--- src/design/ccmd_consts.svh ---
// Offsets, field positions, reset values and timing counts of the common command handler
`ifndef CCMD_CONSTS_SVH
`define CCMD_CONSTS_SVH
// Register byte offsets
`define REG_COMMAND      8'h00
`define REG_ARGUMENT     8'h04
`define REG_ANSWER       8'h08
`define REG_STATUS       8'h0c
`define REG_EVENT_ENABLE 8'h10
`define REG_SREQ_ENABLE  8'h14
`define REG_STATUS_BYTE  8'h18
`define REG_EVENT_STAT   8'h1c
`define REG_RELAY        8'h20
`define REG_SCAN         8'h24
`define REG_SELFTEST     8'h28
`define REG_EVENT_SET    8'h2c
// Command codes written to the command register
`define CMD_IDN 4'h1
`define CMD_RST 4'h2
`define CMD_TST 4'h3
`define CMD_OPC 4'h4
`define CMD_OPQ 4'h5
`define CMD_WAI 4'h6
`define CMD_CLS 4'h7
`define CMD_ESE 4'h8
`define CMD_ESQ 4'h9
`define CMD_ESR 4'ha
`define CMD_SRE 4'hb
`define CMD_SRQ 4'hc
`define CMD_STB 4'hd
`define CMD_TRG 4'he
`define CMD_RCL 4'hf
`define CMD_SAV 4'h0
// Self-test result codes, low byte of the +ccNN answers
`define TST_PASS     16'h0000
`define TST_FIRMWARE 16'h0001
`define TST_BUS      16'h0002
`define TST_NO_IRQ   16'h0010
`define TST_BUSY     16'h0011
// Field positions
`define EVT_OPC_BIT  0
`define STB_ESB_BIT  5
`define STB_MAV_BIT  4
`define STB_RQS_BIT  6
`define SCAN_EN_BIT  0
`define SCAN_BUS_BIT 1
// Identification word, value arbitrary
`define ID_WORD 32'h5a3c0001
// Busy hold time for the self-test
`define BUSY_HOLD_US 7000
`define CLK_MHZ      25
`define BUSY_HOLD_CYCLES (`BUSY_HOLD_US * `CLK_MHZ)
`define RELAY_RESET  16'h0000
`endif

--- src/design/ccmd_pkg.sv ---
// Types of the common command handler
package ccmd_pkg;
  typedef struct packed {
    logic        cyc;
    logic        stb;
    logic        we;
    logic [3:0]  sel;
    logic [7:0]  adr;
    logic [31:0] dat;
  } wb_req_type;
  typedef struct packed {
    logic        ack;
    logic [31:0] dat;
  } wb_rsp_type;
  typedef enum logic [3:0] {
    ST_IDLE = 4'b0001,
    ST_EXEC = 4'b0010,
    ST_WAIT = 4'b0100,
    ST_TEST = 4'b1000
  } state_type;
endpackage : ccmd_pkg

--- src/design/common_command_status_handler.sv ---
// Common command interpreter with status reporting for a relay matrix
//
// Behaviour
// - Reset command opens every relay of the matrix.
// - Self-test result register reads zero when all checks pass.
// - Self-test reports firmware fault cc01 and bus fault cc02.
// - Self-test reports cc10 when the expected interrupt never arrives.
// - Self-test reports cc11 when busy was not held for 7 ms.
// - Operation-complete command sets request flag and event bit when idle.
// - Operation-complete query answers 1 only after pending work finishes.
// - Wait command ignores further commands until pending work finishes.
// - Clear-status clears event register, request flag and queues but output.
// - Event-enable command loads its mask argument.
// - Event-enable query returns the mask unchanged.
// - Event-status query returns the register and then clears it.
// - Service-request-enable command loads its mask for service requests.
// - Service-request-enable query returns that mask.
// - Status-byte query returns the present status byte.
// - Trigger advances scan only when scanning enabled and bus source set.
// - Save command stores the relay configuration.
// - Recall command restores the stored relay configuration.
// - Identification query returns an identification word.
// - Clear-status also empties the error queue.
`timescale 1ns/1ps
`include "ccmd_consts.svh"
module common_command_status_handler #(
  parameter int BUSY_HOLD = `BUSY_HOLD_CYCLES
) (
  input  wire logic               clk_in,
  input  wire logic               rst_in,
  input  wire ccmd_pkg::wb_req_type wb_req_in,
  output ccmd_pkg::wb_rsp_type    wb_rsp_out,
  input  wire logic               pending_in,
  input  wire logic               fw_fault_in,
  input  wire logic               bus_fault_in,
  input  wire logic               module_irq_in,
  input  wire logic               module_busy_in,
  input  wire logic               error_nonempty_in,
  output logic                    error_clear_out,
  output logic [15:0]             relay_out,
  output logic                    scan_step_out,
  output logic                    srq_out,
  output logic                    busy_out
);
  import ccmd_pkg::*;

  // ----------------------------------------
  // State
  // ----------------------------------------
  state_type   state;
  logic [3:0]  cmd;
  logic [7:0]  arg;
  logic [31:0] answer;
  logic        answer_valid;
  logic [7:0]  event_stat;
  logic [7:0]  event_enable;
  logic [7:0]  sreq_enable;
  logic        opc_request;
  logic [15:0] saved_relay;
  logic [1:0]  scan_ctl;
  logic [15:0] selftest;
  logic [23:0] busy_count;
  logic        irq_seen;
  logic        ack;
  logic [31:0] rdata;
  logic [7:0]  status_byte;
  logic [1:0]  pend_sync;
  logic [1:0]  irq_sync;
  logic [1:0]  busy_sync;
  logic [1:0]  fault_sync;
  logic [1:0]  fault2_sync;
  logic [1:0]  err_sync;
  logic        wr_cmd;
  logic        wr_access;
  logic        rd_access;
  logic        esr_read;
  logic        event_set_wr;
  logic        busy_seen;
  logic        test_done;
  logic        arg_wr;
  logic        scan_wr;
  logic        relay_wr;

  // ----------------------------------------
  // Decode helpers
  // ----------------------------------------
  // Write strobe for one register offset; only byte lane 0 gates a write
  function automatic logic reg_write(input logic       access,
                                     input wb_req_type req,
                                     input logic [7:0] offset);
    reg_write = access && (req.adr == offset) && req.sel[0];
  endfunction : reg_write

  // ----------------------------------------
  // Pin synchronisers
  // ----------------------------------------
  always_ff @(posedge clk_in)
  begin
    if (rst_in)
    begin
      pend_sync   <= 2'h0;
      irq_sync    <= 2'h0;
      busy_sync   <= 2'h0;
      fault_sync  <= 2'h0;
      fault2_sync <= 2'h0;
      err_sync    <= 2'h0;
    end
    else
    begin
      pend_sync   <= {pend_sync[0], pending_in};
      irq_sync    <= {irq_sync[0], module_irq_in};
      busy_sync   <= {busy_sync[0], module_busy_in};
      fault_sync  <= {fault_sync[0], fw_fault_in};
      fault2_sync <= {fault2_sync[0], bus_fault_in};
      err_sync    <= {err_sync[0], error_nonempty_in};
    end
  end

  // ----------------------------------------
  // Wishbone slave decode
  // ----------------------------------------
  assign wr_access    = wb_req_in.cyc && wb_req_in.stb && !ack && wb_req_in.we;
  assign rd_access    = wb_req_in.cyc && wb_req_in.stb && !ack && !wb_req_in.we;
  assign wr_cmd       = reg_write(wr_access, wb_req_in, `REG_COMMAND);
  assign esr_read     = rd_access && (wb_req_in.adr == `REG_EVENT_STAT);
  assign event_set_wr = reg_write(wr_access, wb_req_in, `REG_EVENT_SET);
  assign arg_wr       = reg_write(wr_access, wb_req_in, `REG_ARGUMENT);
  assign scan_wr      = reg_write(wr_access, wb_req_in, `REG_SCAN);
  assign relay_wr     = reg_write(wr_access, wb_req_in, `REG_RELAY);

  // Summary bits of the status byte
  always_comb
  begin
    status_byte = 8'h00;
    status_byte[`STB_ESB_BIT] = |(event_stat & event_enable);
    status_byte[`STB_MAV_BIT] = answer_valid;
    status_byte[`STB_RQS_BIT] = |(status_byte & sreq_enable);
  end
  assign srq_out  = status_byte[`STB_RQS_BIT];
  assign busy_out = (state != ST_IDLE);

  // Read multiplexer; unmapped addresses read as zero
  always_comb
  begin
    case (wb_req_in.adr)
      `REG_COMMAND:      rdata = {28'h0, cmd};
      `REG_ARGUMENT:     rdata = {24'h0, arg};
      `REG_ANSWER:       rdata = answer;
      `REG_STATUS:       rdata = {27'h0, err_sync[1], opc_request, answer_valid,
                                  pend_sync[1], busy_out};
      `REG_EVENT_ENABLE: rdata = {24'h0, event_enable};
      `REG_SREQ_ENABLE:  rdata = {24'h0, sreq_enable};
      `REG_STATUS_BYTE:  rdata = {24'h0, status_byte};
      `REG_EVENT_STAT:   rdata = {24'h0, event_stat};
      `REG_RELAY:        rdata = {16'h0, relay_out};
      `REG_SCAN:         rdata = {30'h0, scan_ctl};
      `REG_SELFTEST:     rdata = {16'h0, selftest};
      default:           rdata = 32'h0;
    endcase
  end

  // Ack one cycle after request, dropped the cycle after
  always_ff @(posedge clk_in)
  begin
    if (rst_in)
    begin
      ack        <= 1'b0;
      wb_rsp_out <= '0;
    end
    else
    begin
      ack            <= wb_req_in.cyc && wb_req_in.stb && !ack;
      wb_rsp_out.ack <= wb_req_in.cyc && wb_req_in.stb && !ack;
      wb_rsp_out.dat <= rdata;
    end
  end

  // ----------------------------------------
  // Command and argument capture, plain registers
  // ----------------------------------------
  always_ff @(posedge clk_in)
  begin
    if (rst_in)
    begin
      cmd      <= 4'h0;
      arg      <= 8'h00;
      scan_ctl <= 2'h0;
    end
    else
    begin
      if (wr_cmd && state == ST_IDLE)
        cmd <= wb_req_in.dat[3:0];
      if (arg_wr)
        arg <= wb_req_in.dat[7:0];
      if (scan_wr)
        scan_ctl <= wb_req_in.dat[1:0];
    end
  end

  // ----------------------------------------
  // Command sequencer
  // ----------------------------------------
  always_ff @(posedge clk_in)
  begin
    if (rst_in)
      state <= ST_IDLE;
    else
    begin
      case (state)
        ST_IDLE:
          if (wr_cmd)
            state <= ST_EXEC;
        ST_EXEC:
          if (cmd == `CMD_OPC || cmd == `CMD_OPQ || cmd == `CMD_WAI)
            state <= ST_WAIT;
          else if (cmd == `CMD_TST)
            state <= ST_TEST;
          else
            state <= ST_IDLE;
        ST_WAIT:
          if (!pend_sync[1])
            state <= ST_IDLE;
        ST_TEST:
          if (test_done)
            state <= ST_IDLE;
        default:
          state <= ST_IDLE;
      endcase
    end
  end

  // Self-test ends once busy, having been seen, drops, or when the hold runs out;
  // the hold is timed from test start, so the busy pin's sync latency counts in it
  assign test_done = (state == ST_TEST) &&
                     ((busy_seen && !busy_sync[1]) || busy_count >= 24'(BUSY_HOLD));

  // Self-test busy hold counter, busy and interrupt watch
  always_ff @(posedge clk_in)
  begin
    if (rst_in)
    begin
      busy_count <= 24'h0;
      irq_seen   <= 1'b0;
      busy_seen  <= 1'b0;
    end
    else if (state == ST_TEST)
    begin
      if (busy_count < 24'(BUSY_HOLD))
        busy_count <= busy_count + 24'h1;
      if (irq_sync[1])
        irq_seen <= 1'b1;
      if (busy_sync[1])
        busy_seen <= 1'b1;
    end
    else
    begin
      busy_count <= 24'h0;
      irq_seen   <= 1'b0;
      busy_seen  <= 1'b0;
    end
  end

  // Self-test result code
  always_ff @(posedge clk_in)
  begin
    if (rst_in)
      selftest <= `TST_PASS;
    else if (test_done)
    begin
      if (fault_sync[1])
        selftest <= `TST_FIRMWARE;
      else if (fault2_sync[1])
        selftest <= `TST_BUS;
      else if (!irq_seen && !irq_sync[1])
        selftest <= `TST_NO_IRQ;
      else if (!busy_seen || busy_count < 24'(BUSY_HOLD))
        selftest <= `TST_BUSY;
      else
        selftest <= `TST_PASS;
    end
  end

  // ----------------------------------------
  // Output queue, one answer word
  // ----------------------------------------
  always_ff @(posedge clk_in)
  begin
    if (rst_in)
    begin
      answer       <= 32'h0;
      answer_valid <= 1'b0;
    end
    else if (state == ST_EXEC)
    begin
      answer_valid <= 1'b1;
      case (cmd)
        `CMD_IDN: answer <= `ID_WORD;
        `CMD_ESQ: answer <= {24'h0, event_enable};
        `CMD_ESR: answer <= {24'h0, event_stat};
        `CMD_SRQ: answer <= {24'h0, sreq_enable};
        `CMD_STB: answer <= {24'h0, status_byte};
        default:  answer_valid <= answer_valid;
      endcase
    end
    else if (state == ST_WAIT && !pend_sync[1] && cmd == `CMD_OPQ)
    begin
      answer       <= 32'h1;
      answer_valid <= 1'b1;
    end
    else if (test_done)
      answer_valid <= 1'b1;
    else if (rd_access && wb_req_in.adr == `REG_ANSWER)
      answer_valid <= 1'b0;
  end

  // ----------------------------------------
  // Event status, enables and request flag
  // ----------------------------------------
  always_ff @(posedge clk_in)
  begin
    if (rst_in)
    begin
      event_stat   <= 8'h00;
      event_enable <= 8'h00;
      sreq_enable  <= 8'h00;
      opc_request  <= 1'b0;
    end
    else
    begin
      if (state == ST_EXEC && cmd == `CMD_ESE)
        event_enable <= arg;
      if (state == ST_EXEC && cmd == `CMD_SRE)
        sreq_enable <= arg;
      // Clear first, then sets win over it
      if ((state == ST_EXEC && (cmd == `CMD_CLS || cmd == `CMD_ESR)) || esr_read)
        event_stat <= 8'h00 | (event_set_wr ? wb_req_in.dat[7:0] : 8'h00);
      else if (event_set_wr)
        event_stat <= event_stat | wb_req_in.dat[7:0];
      if (state == ST_EXEC && cmd == `CMD_CLS)
        opc_request <= 1'b0;
      if (state == ST_WAIT && !pend_sync[1] && cmd == `CMD_OPC)
      begin
        opc_request <= 1'b1;
        event_stat[`EVT_OPC_BIT] <= 1'b1;
      end
    end
  end
  assign error_clear_out = (state == ST_EXEC) && (cmd == `CMD_CLS);

  // ----------------------------------------
  // Relays, saved configuration and scan step
  // ----------------------------------------
  always_ff @(posedge clk_in)
  begin
    if (rst_in)
    begin
      relay_out   <= `RELAY_RESET;
      saved_relay <= `RELAY_RESET;
    end
    else
    begin
      if (state == ST_EXEC && cmd == `CMD_RST)
        relay_out <= `RELAY_RESET;
      else if (state == ST_EXEC && cmd == `CMD_RCL)
        relay_out <= saved_relay;
      else if (relay_wr && state == ST_IDLE)
        relay_out <= wb_req_in.dat[15:0];
      if (state == ST_EXEC && cmd == `CMD_SAV)
        saved_relay <= relay_out;
    end
  end

  // One-cycle scan advance pulse under bus trigger source
  always_ff @(posedge clk_in)
  begin
    if (rst_in)
      scan_step_out <= 1'b0;
    else
      scan_step_out <= (state == ST_EXEC) && (cmd == `CMD_TRG) &&
                       scan_ctl[`SCAN_EN_BIT] && scan_ctl[`SCAN_BUS_BIT];
  end
endmodule : common_command_status_handler

--- config.mk ---
export PLATFORM = sky130hd
export DESIGN_NAME = common_command_status_handler
export DESIGN_NICKNAME = d
export VERILOG_FILES = /design/src/design/ccmd_pkg.sv /design/src/design/common_command_status_handler.sv
export VERILOG_INCLUDE_DIRS = /design/src /design/src/design
export SDC_FILE = /design/constraint.sdc
export NUM_CORES = 1
export LEC_CHECK = 0
export BUFFER_PORTS_ARGS = -buffer_cell sky130_fd_sc_hd__buf_2
export CAP_MARGIN = 20
export CORE_AREA = 3 3 125 127
export DETAILED_ROUTE_END_ITERATION = 6
export DIE_AREA = 0 0 128 130
export GPL_TIMING_DRIVEN = 0
export MAX_ROUTING_LAYER = met4
export PLACE_DENSITY = 0.74
export SKIP_CTS_REPAIR_TIMING = 1
export SYNTH_ARGS = -nofsm -noshare
export SYNTH_HDL_FRONTEND = slang
export SYNTH_SLANG_ARGS = --single-unit
--- constraint.sdc ---
create_clock -name clk_in -period 2.19 [get_ports clk_in]
set_input_delay 0.1095 -clock clk_in [delete_from_list [all_inputs] [get_ports clk_in]]
set_output_delay 0.1095 -clock clk_in [all_outputs]
set_load 0.1 [all_outputs]
==> impl_metrics.py, run 1 <==
metrics = {
    "timing": {
        "finalSetupViolCount": 28,
        "finalClockSkew_ns": 0.009649,
        "finalCritPeriodShare_pct": 107.5,
        "relSlewSlack_pct": 49.26,
        "rsz0062_at_grt": "true",
        "final_hold_viol_count": 4,
        "drv_slew": 0,
        "fmax_mhz": 424.6,
        "post-route-min-period_ns": 2.355,
        "timing.hold.ws_ns": -0.03186,
        "setup_ws_ns": -0.1653,
        "tightest_slew_ns": 0.7560,
    },
    "cts": {
        "cts.sinks": 145,
        "clockRootBuffer": "clkbuf_16",
        "clockBufferDepth": 2,
        "clkLatencyLatePin_ns": 0.43,
        "numCtsBuffers": 17,
        "htreeDepth": 4,
        "cts_tree": "yes",
        "clkTransAtPathRegs_ns": 0.06,
    },
    "setup_path": {
        "r2r_slack_ns": -0.17,
        "r2r-start": "state[3]",
        "worstPathArrival_ns": 2.65,
        "crit_path_end_kind": "register",
        "required_ns": 2.48,
        "worstPathMaxFanout": 6,
        "startpoint_type": "register",
        "critPathKind": "register to register",
        "reg2regPathDepth": 7,
        "r2r_end": "saved_relay[6]",
    },
    "finish": {
        "syn_to_final_growth_pct": 25.80,
        "drive_gt1_share_pct": 25.47,
        "final_cell_mix": "143 x dfxtp_1, 110 x nor2_1, 82 x buf_2",
        "mostFrequentLayoutCell": "dfxtp_1",
        "design_area_um2": 8229,
        "n_fill_cell": 1317,
        "diodes": 0,
        "final_core_utilization_pct": 56.62,
        "final_nets": 892,
    },
    "worst_hold_path": {
        "hp-start": "wb_req_in[5]",
        "hold_end": "arg[5]",
        "holdCritPathClass": "input pin to register",
        "min_path_cells": 3,
    },
    "synth": {
        "synthesis.area_um2": 6541,
        "ys_async_sr_fraction_pct": 0,
        "yosysWarnings": 0,
        "avgSynthCellArea_um2": 9.318,
        "synth-edff-count": 0,
        "synth_seq_area_share_pct": 44.38,
        "yosys.cell_types.count": 62,
        "synthCells": 702,
        "synthFlopType": "dfxtp_1",
        "ys_ff_latch": 145,
    },
    "routing": {
        "routed_wl_mm": 18.90,
        "post_drt_wl_per_cell_um": 18.32,
        "postRouteAntennaNets": 0,
        "drt_iter0_drc": 615,
        "vias_per_cell": 5.744,
        "drcViolationCount": 0,
        "firstDrtPassIters": 7,
        "via_count": 5928,
    },
    "placement": {
        "pre_cts_slack_ns": -0.2719,
        "placed_area_um2": 7248,
        "hpwl_mm": 13.28,
        "io_buffers": 80,
        "gp_congestion": 0.9466,
    },
    "floorplan": {
        "die_area_um2": 16640,
        "die_w_um": 128,
        "row_count": 44,
        "initial_core_util_pct": 45.01,
        "coreArea_um2": 14530,
        "io_pins": 108,
        "die-height_um": 130,
    },
    "power_and_ir_drop": {
        "cellPowerDensity_nw_per_um2": 705.7,
        "p_leak_uw": 0.003229,
        "irDropWorstVdd_uv": 517.8,
    },
    "grt": {
        "track_usage_pct": 22.96,
        "grt_start_max_net_pins": 17,
        "grt_pass1_wl_mm": 29.18,
        "antenna_found_initial": 0,
        "grt_pass1_vias": 5407,
        "overflow": 0,
    },
    "job": {
        "maxCapViolCount": 0,
    },
    "run_status": {
        "status": "finished with violations",
        "violations": "hold timing, setup timing",
    },
}
[worst max path at each step]
stage / start / to / slack (ns) / cells after the start
finish: state[3] / saved_relay[6] / -0.17 / 7
global route: state[3] / saved_relay[8] / -0.22 / 7
CTS: state[0] / saved_relay[7] / -0.30 / 7
detailed placement: wb_req_in[36] / relay_out[2] / -0.27 / 7
global placement: state[0] / answer[0] / -0.45 / 4
floorplan: state[0] / event_stat[0] / -0.27 / 6
[where the power goes]
group / total (uW) / internal (uW) / switching, uW
combinational: 299 / 88.9 / 210
clock: 2850 / 1710 / 1140
sequential: 2660 / 2650 / 7.46
[state kept, by name, summed over array words and instances, names as in the netlist, 3 cells and up]
name and count:
saved_relay 16, answer 9, wb_rsp_out 17, sreq_enable 8
cmd 4, arg 8, relay_out 16, event_enable 8
selftest 3, event_stat 8, busy_count 24, state 4
[cell families (layout without fill, tap and decap cells)]
kind of cell    after synthesis  in the layout  share of synthesized area, %
simple gates                273            273                         22.34
xor+xnor                      7              7                        0.9373
fa+ha+maj                     2              2                        0.3825
compound gates              138            138                         15.47
buf+inv                      62            201                         5.050
other cells                   1              8                       0.05733
mux                          74             74                         11.38
flops                       145            145                         44.38
[Yosys cell counts (7+ instances only)]
cell | count | area (um2)
dfxtp_1 | 145 | 2903
nor2_1 | 110 | 412.9
mux2i_1 | 71 | 710.7
nand2_1 | 30 | 112.6
a22oi_1 | 23 | 172.7
clkbuf_1 | 23 | 86.33
a21oi_1 | 21 | 105.1
buf_4 | 19 | 142.6
a211oi_1 | 17 | 127.6
and2_1 | 17 | 106.4
nor2b_1 | 14 | 87.58
nor3_1 | 13 | 65.06
a222oi_1 | 12 | 120.1
o21ai_0 | 12 | 60.06
inv_1 | 11 | 41.29
nand3_1 | 11 | 55.05
a31oi_1 | 10 | 62.56
or2_2 | 10 | 62.56
nor4_1 | 9 | 56.30
nand2b_1 | 7 | 43.79
or4_1 | 7 | 52.55
[final cells by class]
cell class	instances	area [um2]	area share, %
Clock inverter	12	133.9	1.627
Multi-Input combinational cell	502	3498	42.51
Clock buffer	20	446.7	5.428
Sequential cell	145	2905	35.30
Tap cell	184	230.2	2.798
Timing Repair Buffer	110	679.4	8.256
Inverter	11	41.29	0.5017
Buffer	48	294.0	3.573
[layer usage]
layer / track usage [%] / share of wire, % / vias up
met1: 30.37 / 44 / 2723
met5: - / 0 / -
met3: 6.181 / 9.4 / 53
li1: - / - / 2829
met4: 8.489 / 3.2 / 0
met2: 33.76 / 43 / 323
[critical path: stages, from the launching register on]
cell and delay [ns]:
dfxtp_2 0.33, or4b_4 0.60, or3_4 0.46, nor3_4 0.29, buf_6 0.16, clkbuf_16 0.14
mux2i_1 0.19, nor2_1 0.06
[stage by stage]
stage / cells / TNS [ns] / power (uW)
after floorplan: 709 / -1.844 / 2905
after global placement: 973 / -10.88 / 2993
after detailed placement: 974 / -11.26 / 2994
after CTS: 1006 / -10.01 / 5812
after global routing: 1032 / -4.988 / 5961
final: 1032 / -2.389 / 5807
Power figures use the tool's default switching activity.
==> run 2: changes to the inputs <==
--- a/config.mk
+++ b/config.mk
@@ -8,12 +8,12 @@
 export LEC_CHECK = 0
 export BUFFER_PORTS_ARGS = -buffer_cell sky130_fd_sc_hd__buf_2
 export CAP_MARGIN = 20
-export CORE_AREA = 3 3 125 127
+export CORE_AREA = 3 3 118 120
 export DETAILED_ROUTE_END_ITERATION = 6
-export DIE_AREA = 0 0 128 130
+export DIE_AREA = 0 0 121 123
 export GPL_TIMING_DRIVEN = 0
 export MAX_ROUTING_LAYER = met4
-export PLACE_DENSITY = 0.74
+export PLACE_DENSITY = 0.81
 export SKIP_CTS_REPAIR_TIMING = 1
 export SYNTH_ARGS = -nofsm -noshare
 export SYNTH_HDL_FRONTEND = slang
==> run 2 against run 1 <==
The run ends with DRC, hold timing, setup timing left. Sequential share of layout area rose by 0.12 points. Sequential cell count unchanged. Critical path depth unchanged. Non-clock buffer count fell by 7. Critical path type unchanged. Critical endpoint unchanged. Largest cell class unchanged. Largest power group unchanged.
==> impl_metrics.py, run 2 (synthesized netlist as in run 1, its figures left out) <==
metrics = {
    "finish": {
        "final_nets": 885,
        "final_core_utilization_pct": 62.70,
        "diodes": 0,
        "n_fill_cell": 1063,
        "drive_gt1_share_pct": 24.73,
        "largest_reg_flops": 24,
        "reg_top3": "busy_count: 24 flops, wb_rsp_out: 17 flops",
        "design_area_um2": 8204,
        "syn_to_final_growth_pct": 25.42,
        "final_cell_mix": "142 x dfxtp_1, 110 x nor2_1, 81 x buf_2",
        "largest_register": "busy_count",
        "mostFrequentLayoutCell": "dfxtp_1",
    },
    "placement": {
        "gp_congestion": 0.9923,
        "placed_area_um2": 7228,
        "io_buffers": 80,
        "hpwl_mm": 13.35,
    },
    "floorplan": {
        "io_pins": 108,
        "coreArea_um2": 13090,
        "initial_core_util_pct": 49.99,
        "row_count": 42,
        "die_area_um2": 14880,
        "die_w_um": 121,
        "die-height_um": 123,
    },
    "cts": {
        "numCtsBuffers": 17,
        "clockBufferDepth": 2,
        "htreeDepth": 4,
        "cts_tree": "yes",
        "clkTransAtPathRegs_ns": 0.06,
        "clkLatencyLatePin_ns": 0.42,
        "clockRootBuffer": "clkbuf_16",
        "cts.sinks": 145,
    },
    "routing": {
        "routed_wl_mm": 18.81,
        "via_count": 5955,
        "postRouteAntennaNets": 0,
        "wl_met3_mm": 1.348,
        "topRoutingLayerUsed": "met4",
        "post_drt_wl_per_cell_um": 18.49,
        "met1Wirelength_mm": 7.959,
        "drcViolationCount": 2,
        "firstDrtPassIters": 7,
        "drt_iter0_drc": 682,
        "wl_met2_mm": 8.949,
        "vias_per_cell": 5.855,
    },
    "setup_path": {
        "worstPathMaxFanout": 8,
        "crit_path_end_kind": "register",
        "r2r-start": "state[3]",
        "required_ns": 2.47,
        "worstPathArrival_ns": 2.59,
        "startpoint_type": "register",
        "critPathKind": "register to register",
        "startpoint": "state[3]",
        "reg2regPathDepth": 7,
    },
    "power_and_ir_drop": {
        "irDropWorstVdd_uv": 550.9,
        "cellPowerDensity_nw_per_um2": 722.9,
        "p_total_uw": 5931,
        "p_leak_uw": 0.003185,
    },
    "timing": {
        "rsz0062_at_grt": "true",
        "fmax_mhz": 433.0,
        "tightest_slew_ns": 0.9717,
        "relSlewSlack_pct": 34.31,
        "final_hold_viol_count": 3,
        "finalCritPeriodShare_pct": 105.4,
        "setup_ws_ns": -0.1193,
        "drv_slew": 0,
        "finalClockSkew_ns": 0.008747,
        "timing.hold.ws_ns": -0.02154,
        "post-route-min-period_ns": 2.309,
        "finalSetupViolCount": 28,
    },
    "grt": {
        "grt_pass1_wl_mm": 29.28,
        "track_usage_pct": 25.68,
        "antenna_found_initial": 0,
        "overflow": 0,
        "grt_pass1_vias": 5584,
        "grt_start_max_net_pins": 17,
    },
    "worst_hold_path": {
        "hp-start": "wb_req_in[5]",
        "min_path_cells": 3,
        "holdCritPathClass": "input pin to register",
    },
    "run_status": {
        "status": "finished with violations",
        "violations": "DRC, hold timing, setup timing",
    },
    "job": {
        "maxCapViolCount": 0,
    },
}
## run 2: stage by stage
| step | setup slack (ns) | std cells | setup TNS [ns] | hold slack (ns) |
|---|---|---|---|---|
| after floorplan | -0.2654 | 709 | -1.844 | 0.2377 |
| after global placement | -0.3620 | 965 | -9.883 | 0.3209 |
| after detailed placement | -0.3594 | 965 | -10.76 | 0.3260 |
| after CTS | -0.3827 | 997 | -10.26 | -0.1059 |
| after global routing | -0.1974 | 1017 | -4.492 | -0.01077 |
| final | -0.1193 | 1017 | -1.754 | -0.02154 |
## run 2: final cells by class
cell class                      instances  area [um2]  share of cell area, %
Buffer                                 48       296.5                  3.614
Tap cell                              176       220.2                  2.684
Inverter                               11       41.29                 0.5033
Timing Repair Buffer                  103       626.9                  7.641
Multi-Input combinational cell        502        3513                  42.82
Clock inverter                         12       152.6                  1.861
Clock buffer                           20       446.7                  5.445
Sequential cell                       145        2907                  35.43
## run 2: final timing paths
kind | endpoint | slack (ns)
worst max-delay path | saved_relay[6] | -0.12
worst min-delay path | event_stat[5] | -0.02
worst max register to register | saved_relay[6] | -0.12
worst min register to register | busy_sync[1] | 0.44
## run 2: critical path: stages, from the launching register on
cell and delay, ns:
dfxtp_2 0.33, or4b_4 0.61, or3_4 0.47, nor3_4 0.23
buf_12 0.16, clkbuf_16 0.14, mux2i_1 0.17, nor2_1 0.06
## run 2: power by group
group / leakage, uW / internal (uW) / total (uW) / switching [uW]
logic: 0.00172 / 89.9 / 306 / 216
clock network: 0.000295 / 1830 / 2960 / 1140
registers: 0.00117 / 2650 / 2660 / 7.87
total: 0.00318 / 4570 / 5930 / 1360
## run 2: metal layers
| layer | vias up | track usage, % |
|---|---|---|
| met5 | - | - |
| met4 | 0 | 10.48 |
| met3 | 56 | 5.215 |
| met2 | 273 | 40.78 |
| met1 | 2814 | 32.26 |
| li1 | 2812 | - |
==> run 3: changes to the inputs <==
--- a/config.mk
+++ b/config.mk
@@ -8,13 +8,14 @@
 export LEC_CHECK = 0
 export BUFFER_PORTS_ARGS = -buffer_cell sky130_fd_sc_hd__buf_2
 export CAP_MARGIN = 20
-export CORE_AREA = 3 3 118 120
+export CORE_AREA = 3 3 166 168
 export DETAILED_ROUTE_END_ITERATION = 6
-export DIE_AREA = 0 0 121 123
+export DIE_AREA = 0 0 169 171
 export GPL_TIMING_DRIVEN = 0
 export MAX_ROUTING_LAYER = met4
-export PLACE_DENSITY = 0.81
+export PLACE_DENSITY = 0.49
 export SKIP_CTS_REPAIR_TIMING = 1
+export SLEW_MARGIN = 25
 export SYNTH_ARGS = -nofsm -noshare
 export SYNTH_HDL_FRONTEND = slang
 export SYNTH_SLANG_ARGS = --single-unit
==> run 3 against run 2 <==
The flow still finishes with violations (DRC, hold timing, setup timing). Setup slack better by 0.041 ns. Die area increased by 94%. Critical path depth stayed put. Total power increased by 0.95%. Sequential cell count is the same. Clock power rose by 2%. Critical path type unchanged. Largest cell class unchanged. Largest power group unchanged. Highest routed layer unchanged.
==> impl_metrics.py, run 3 (synthesized netlist as in run 1, its figures left out) <==
metrics = {
    "cts": {
        "clockRootBuffer": "clkbuf_16",
        "clkTransAtPathRegs_ns": 0.07,
        "cts_tree": "yes",
        "cts.sinks": 145,
        "numCtsBuffers": 17,
        "htreeDepth": 4,
        "clockBufferDepth": 2,
        "clkLatencyLatePin_ns": 0.43,
    },
    "finish": {
        "drive_gt1_share_pct": 27.46,
        "syn_to_final_growth_pct": 31.43,
        "diodes": 0,
        "n_fill_cell": 2704,
        "largest_reg_flops": 24,
        "final_nets": 896,
        "final_cells": 1187,
        "final_cell_mix": "140 x dfxtp_1, 110 x nor2_1, 80 x buf_2",
        "reg_top3": "busy_count: 24 flops, wb_rsp_out: 17 flops",
        "largest_register": "busy_count",
        "regArea_um2": 2914,
        "mostFrequentLayoutCell": "dfxtp_1",
        "multi_input_comb_area_um2": 3583,
    },
    "job": {
        "maxCapViolCount": 0,
    },
    "placement": {
        "gp_congestion": 0.9062,
        "io_buffers": 80,
        "hpwl_mm": 15.29,
        "dp.cells": 1124,
    },
    "routing": {
        "postRouteAntennaNets": 0,
        "drcViolationCount": 1,
        "vias_per_cell": 4.944,
        "routed_wl_mm": 21.25,
        "firstDrtPassIters": 7,
        "via_count": 5869,
        "post_drt_wl_per_cell_um": 17.90,
        "drt_iter0_drc": 551,
    },
    "setup_path": {
        "slowest_stage": "or4b_4",
        "required_ns": 2.49,
        "startpoint_type": "register",
        "critPathKind": "register to register",
        "cpPeakStageDelay_ns": 0.61,
        "r2r_slack_ns": -0.08,
        "cp_cell_sequence": "or4b_4, or3_4, nor3_4, buf_12, clkbuf_16, mux2i_1, nor2_1",
        "reg2regPathDepth": 7,
        "worstPathMaxFanout": 8,
        "r2r-start": "state[2]",
        "r2r_end": "saved_relay[12]",
        "crit_path_end_kind": "register",
        "worstPathArrival_ns": 2.57,
    },
    "grt": {
        "grtUsageMet1_pct": 19.27,
        "use_met2_pct": 23.04,
        "track_usage_pct": 14.88,
        "grt_pass1_vias": 5488,
        "grt_busiest_layer": "met2",
        "antenna_found_initial": 0,
        "grt_use_met3_pct": 3.720,
        "overflow": 0,
        "grt_start_max_net_pins": 17,
        "grt_pass1_wl_mm": 32.30,
    },
    "timing": {
        "timing.hold.ws_ns": -0.02668,
        "finalClockSkew_ns": 0.01028,
        "setup_ws_ns": -0.07876,
        "finalCritPeriodShare_pct": 103.6,
        "relSlewSlack_pct": 41.50,
        "drv_slew": 0,
        "finalSetupViolCount": 16,
        "post-route-min-period_ns": 2.269,
        "tightest_slew_ns": 0.8727,
        "final_hold_viol_count": 4,
        "fmax_mhz": 440.8,
        "rsz0062_at_grt": "true",
    },
    "worst_hold_path": {
        "holdCritPathClass": "input pin to register",
        "hp-start": "wb_req_in[7]",
        "hold_end": "event_stat[7]",
        "min_path_cells": 3,
    },
    "floorplan": {
        "coreArea_um2": 26060,
        "die-height_um": 171,
        "initial_core_util_pct": 25.10,
        "row_count": 59,
        "die_w_um": 169,
        "die_area_um2": 28900,
        "io_pins": 108,
    },
    "run_status": {
        "violations": "DRC, hold timing, setup timing",
        "status": "finished with violations",
    },
    "power_and_ir_drop": {
        "cellPowerDensity_nw_per_um2": 696.4,
        "irDropWorstVdd_uv": 460.3,
        "p_leak_uw": 0.003253,
    },
}
==> run 3: power breakdown <==
| part | total, uW | internal [uW] | switching (uW) | leakage (uW) |
|---|---|---|---|---|
| Sequential | 2660 | 2650 | 8.18 | 0.00117 |
| Combinational | 319 | 98.4 | 221 | 0.00179 |
| Clock | 3010 | 1710 | 1300 | 0.000295 |
==> run 3: final cells by class <==
cell class / instances / share of cell area [%]
Inverter: 11 / 0.4803
Buffer: 48 / 3.697
Tap cell: 335 / 4.876
Multi-Input combinational cell: 502 / 41.68
Timing Repair Buffer: 114 / 8.456
Clock inverter: 15 / 1.965
Clock buffer: 17 / 4.948
Sequential cell: 145 / 33.90
==> run 3: per-layer routing <==
metal | up-vias | part of all wire (%)
met3 | 26 | 5.8
met5 | - | 0
met4 | 0 | 1.2
met1 | 2809 | 47
met2 | 195 | 46
li1 | 2839 | -
==> run 3: worst max-delay path by stage <==
stage                   from              end  slack [ns]  depth (start not counted)
detailed placement  state[0]    relay_out[13]       -0.29                          6
CTS                 state[0]    relay_out[14]       -0.29                          6
floorplan           state[0]    event_stat[0]       -0.27                          6
global route        state[2]  saved_relay[12]       -0.16                          7
global placement    state[0]        answer[0]       -0.50                          4
finish              state[2]  saved_relay[12]       -0.08                          7
==> run 3: worst max-delay path: cells and delay by family (launching register included) <==
family,cells,cell delay (ns)
AND/OR/NAND/NOR,4,1.32
buffers and inverters,2,0.31
multiplexers,1,0.17
flip-flops,1,0.34
==> run 3: stage by stage <==
step	worst slack [ns]	util (%)	area [um2]	total power [uW]	TNS (ns)
3_3_place_gp	-0.5006	28.50	7427	3003	-15.47
4_1_cts	-0.2908	30.83	8033	6023	-10.87
2_1_floorplan	-0.2654	-	6608	2905	-1.844
6_report	-0.07876	32.99	8597	5987	-0.8538
5_1_grt	-0.1567	32.99	8597	6171	-2.249
3_5_place_dp	-0.2852	28.54	7438	3003	-10.87
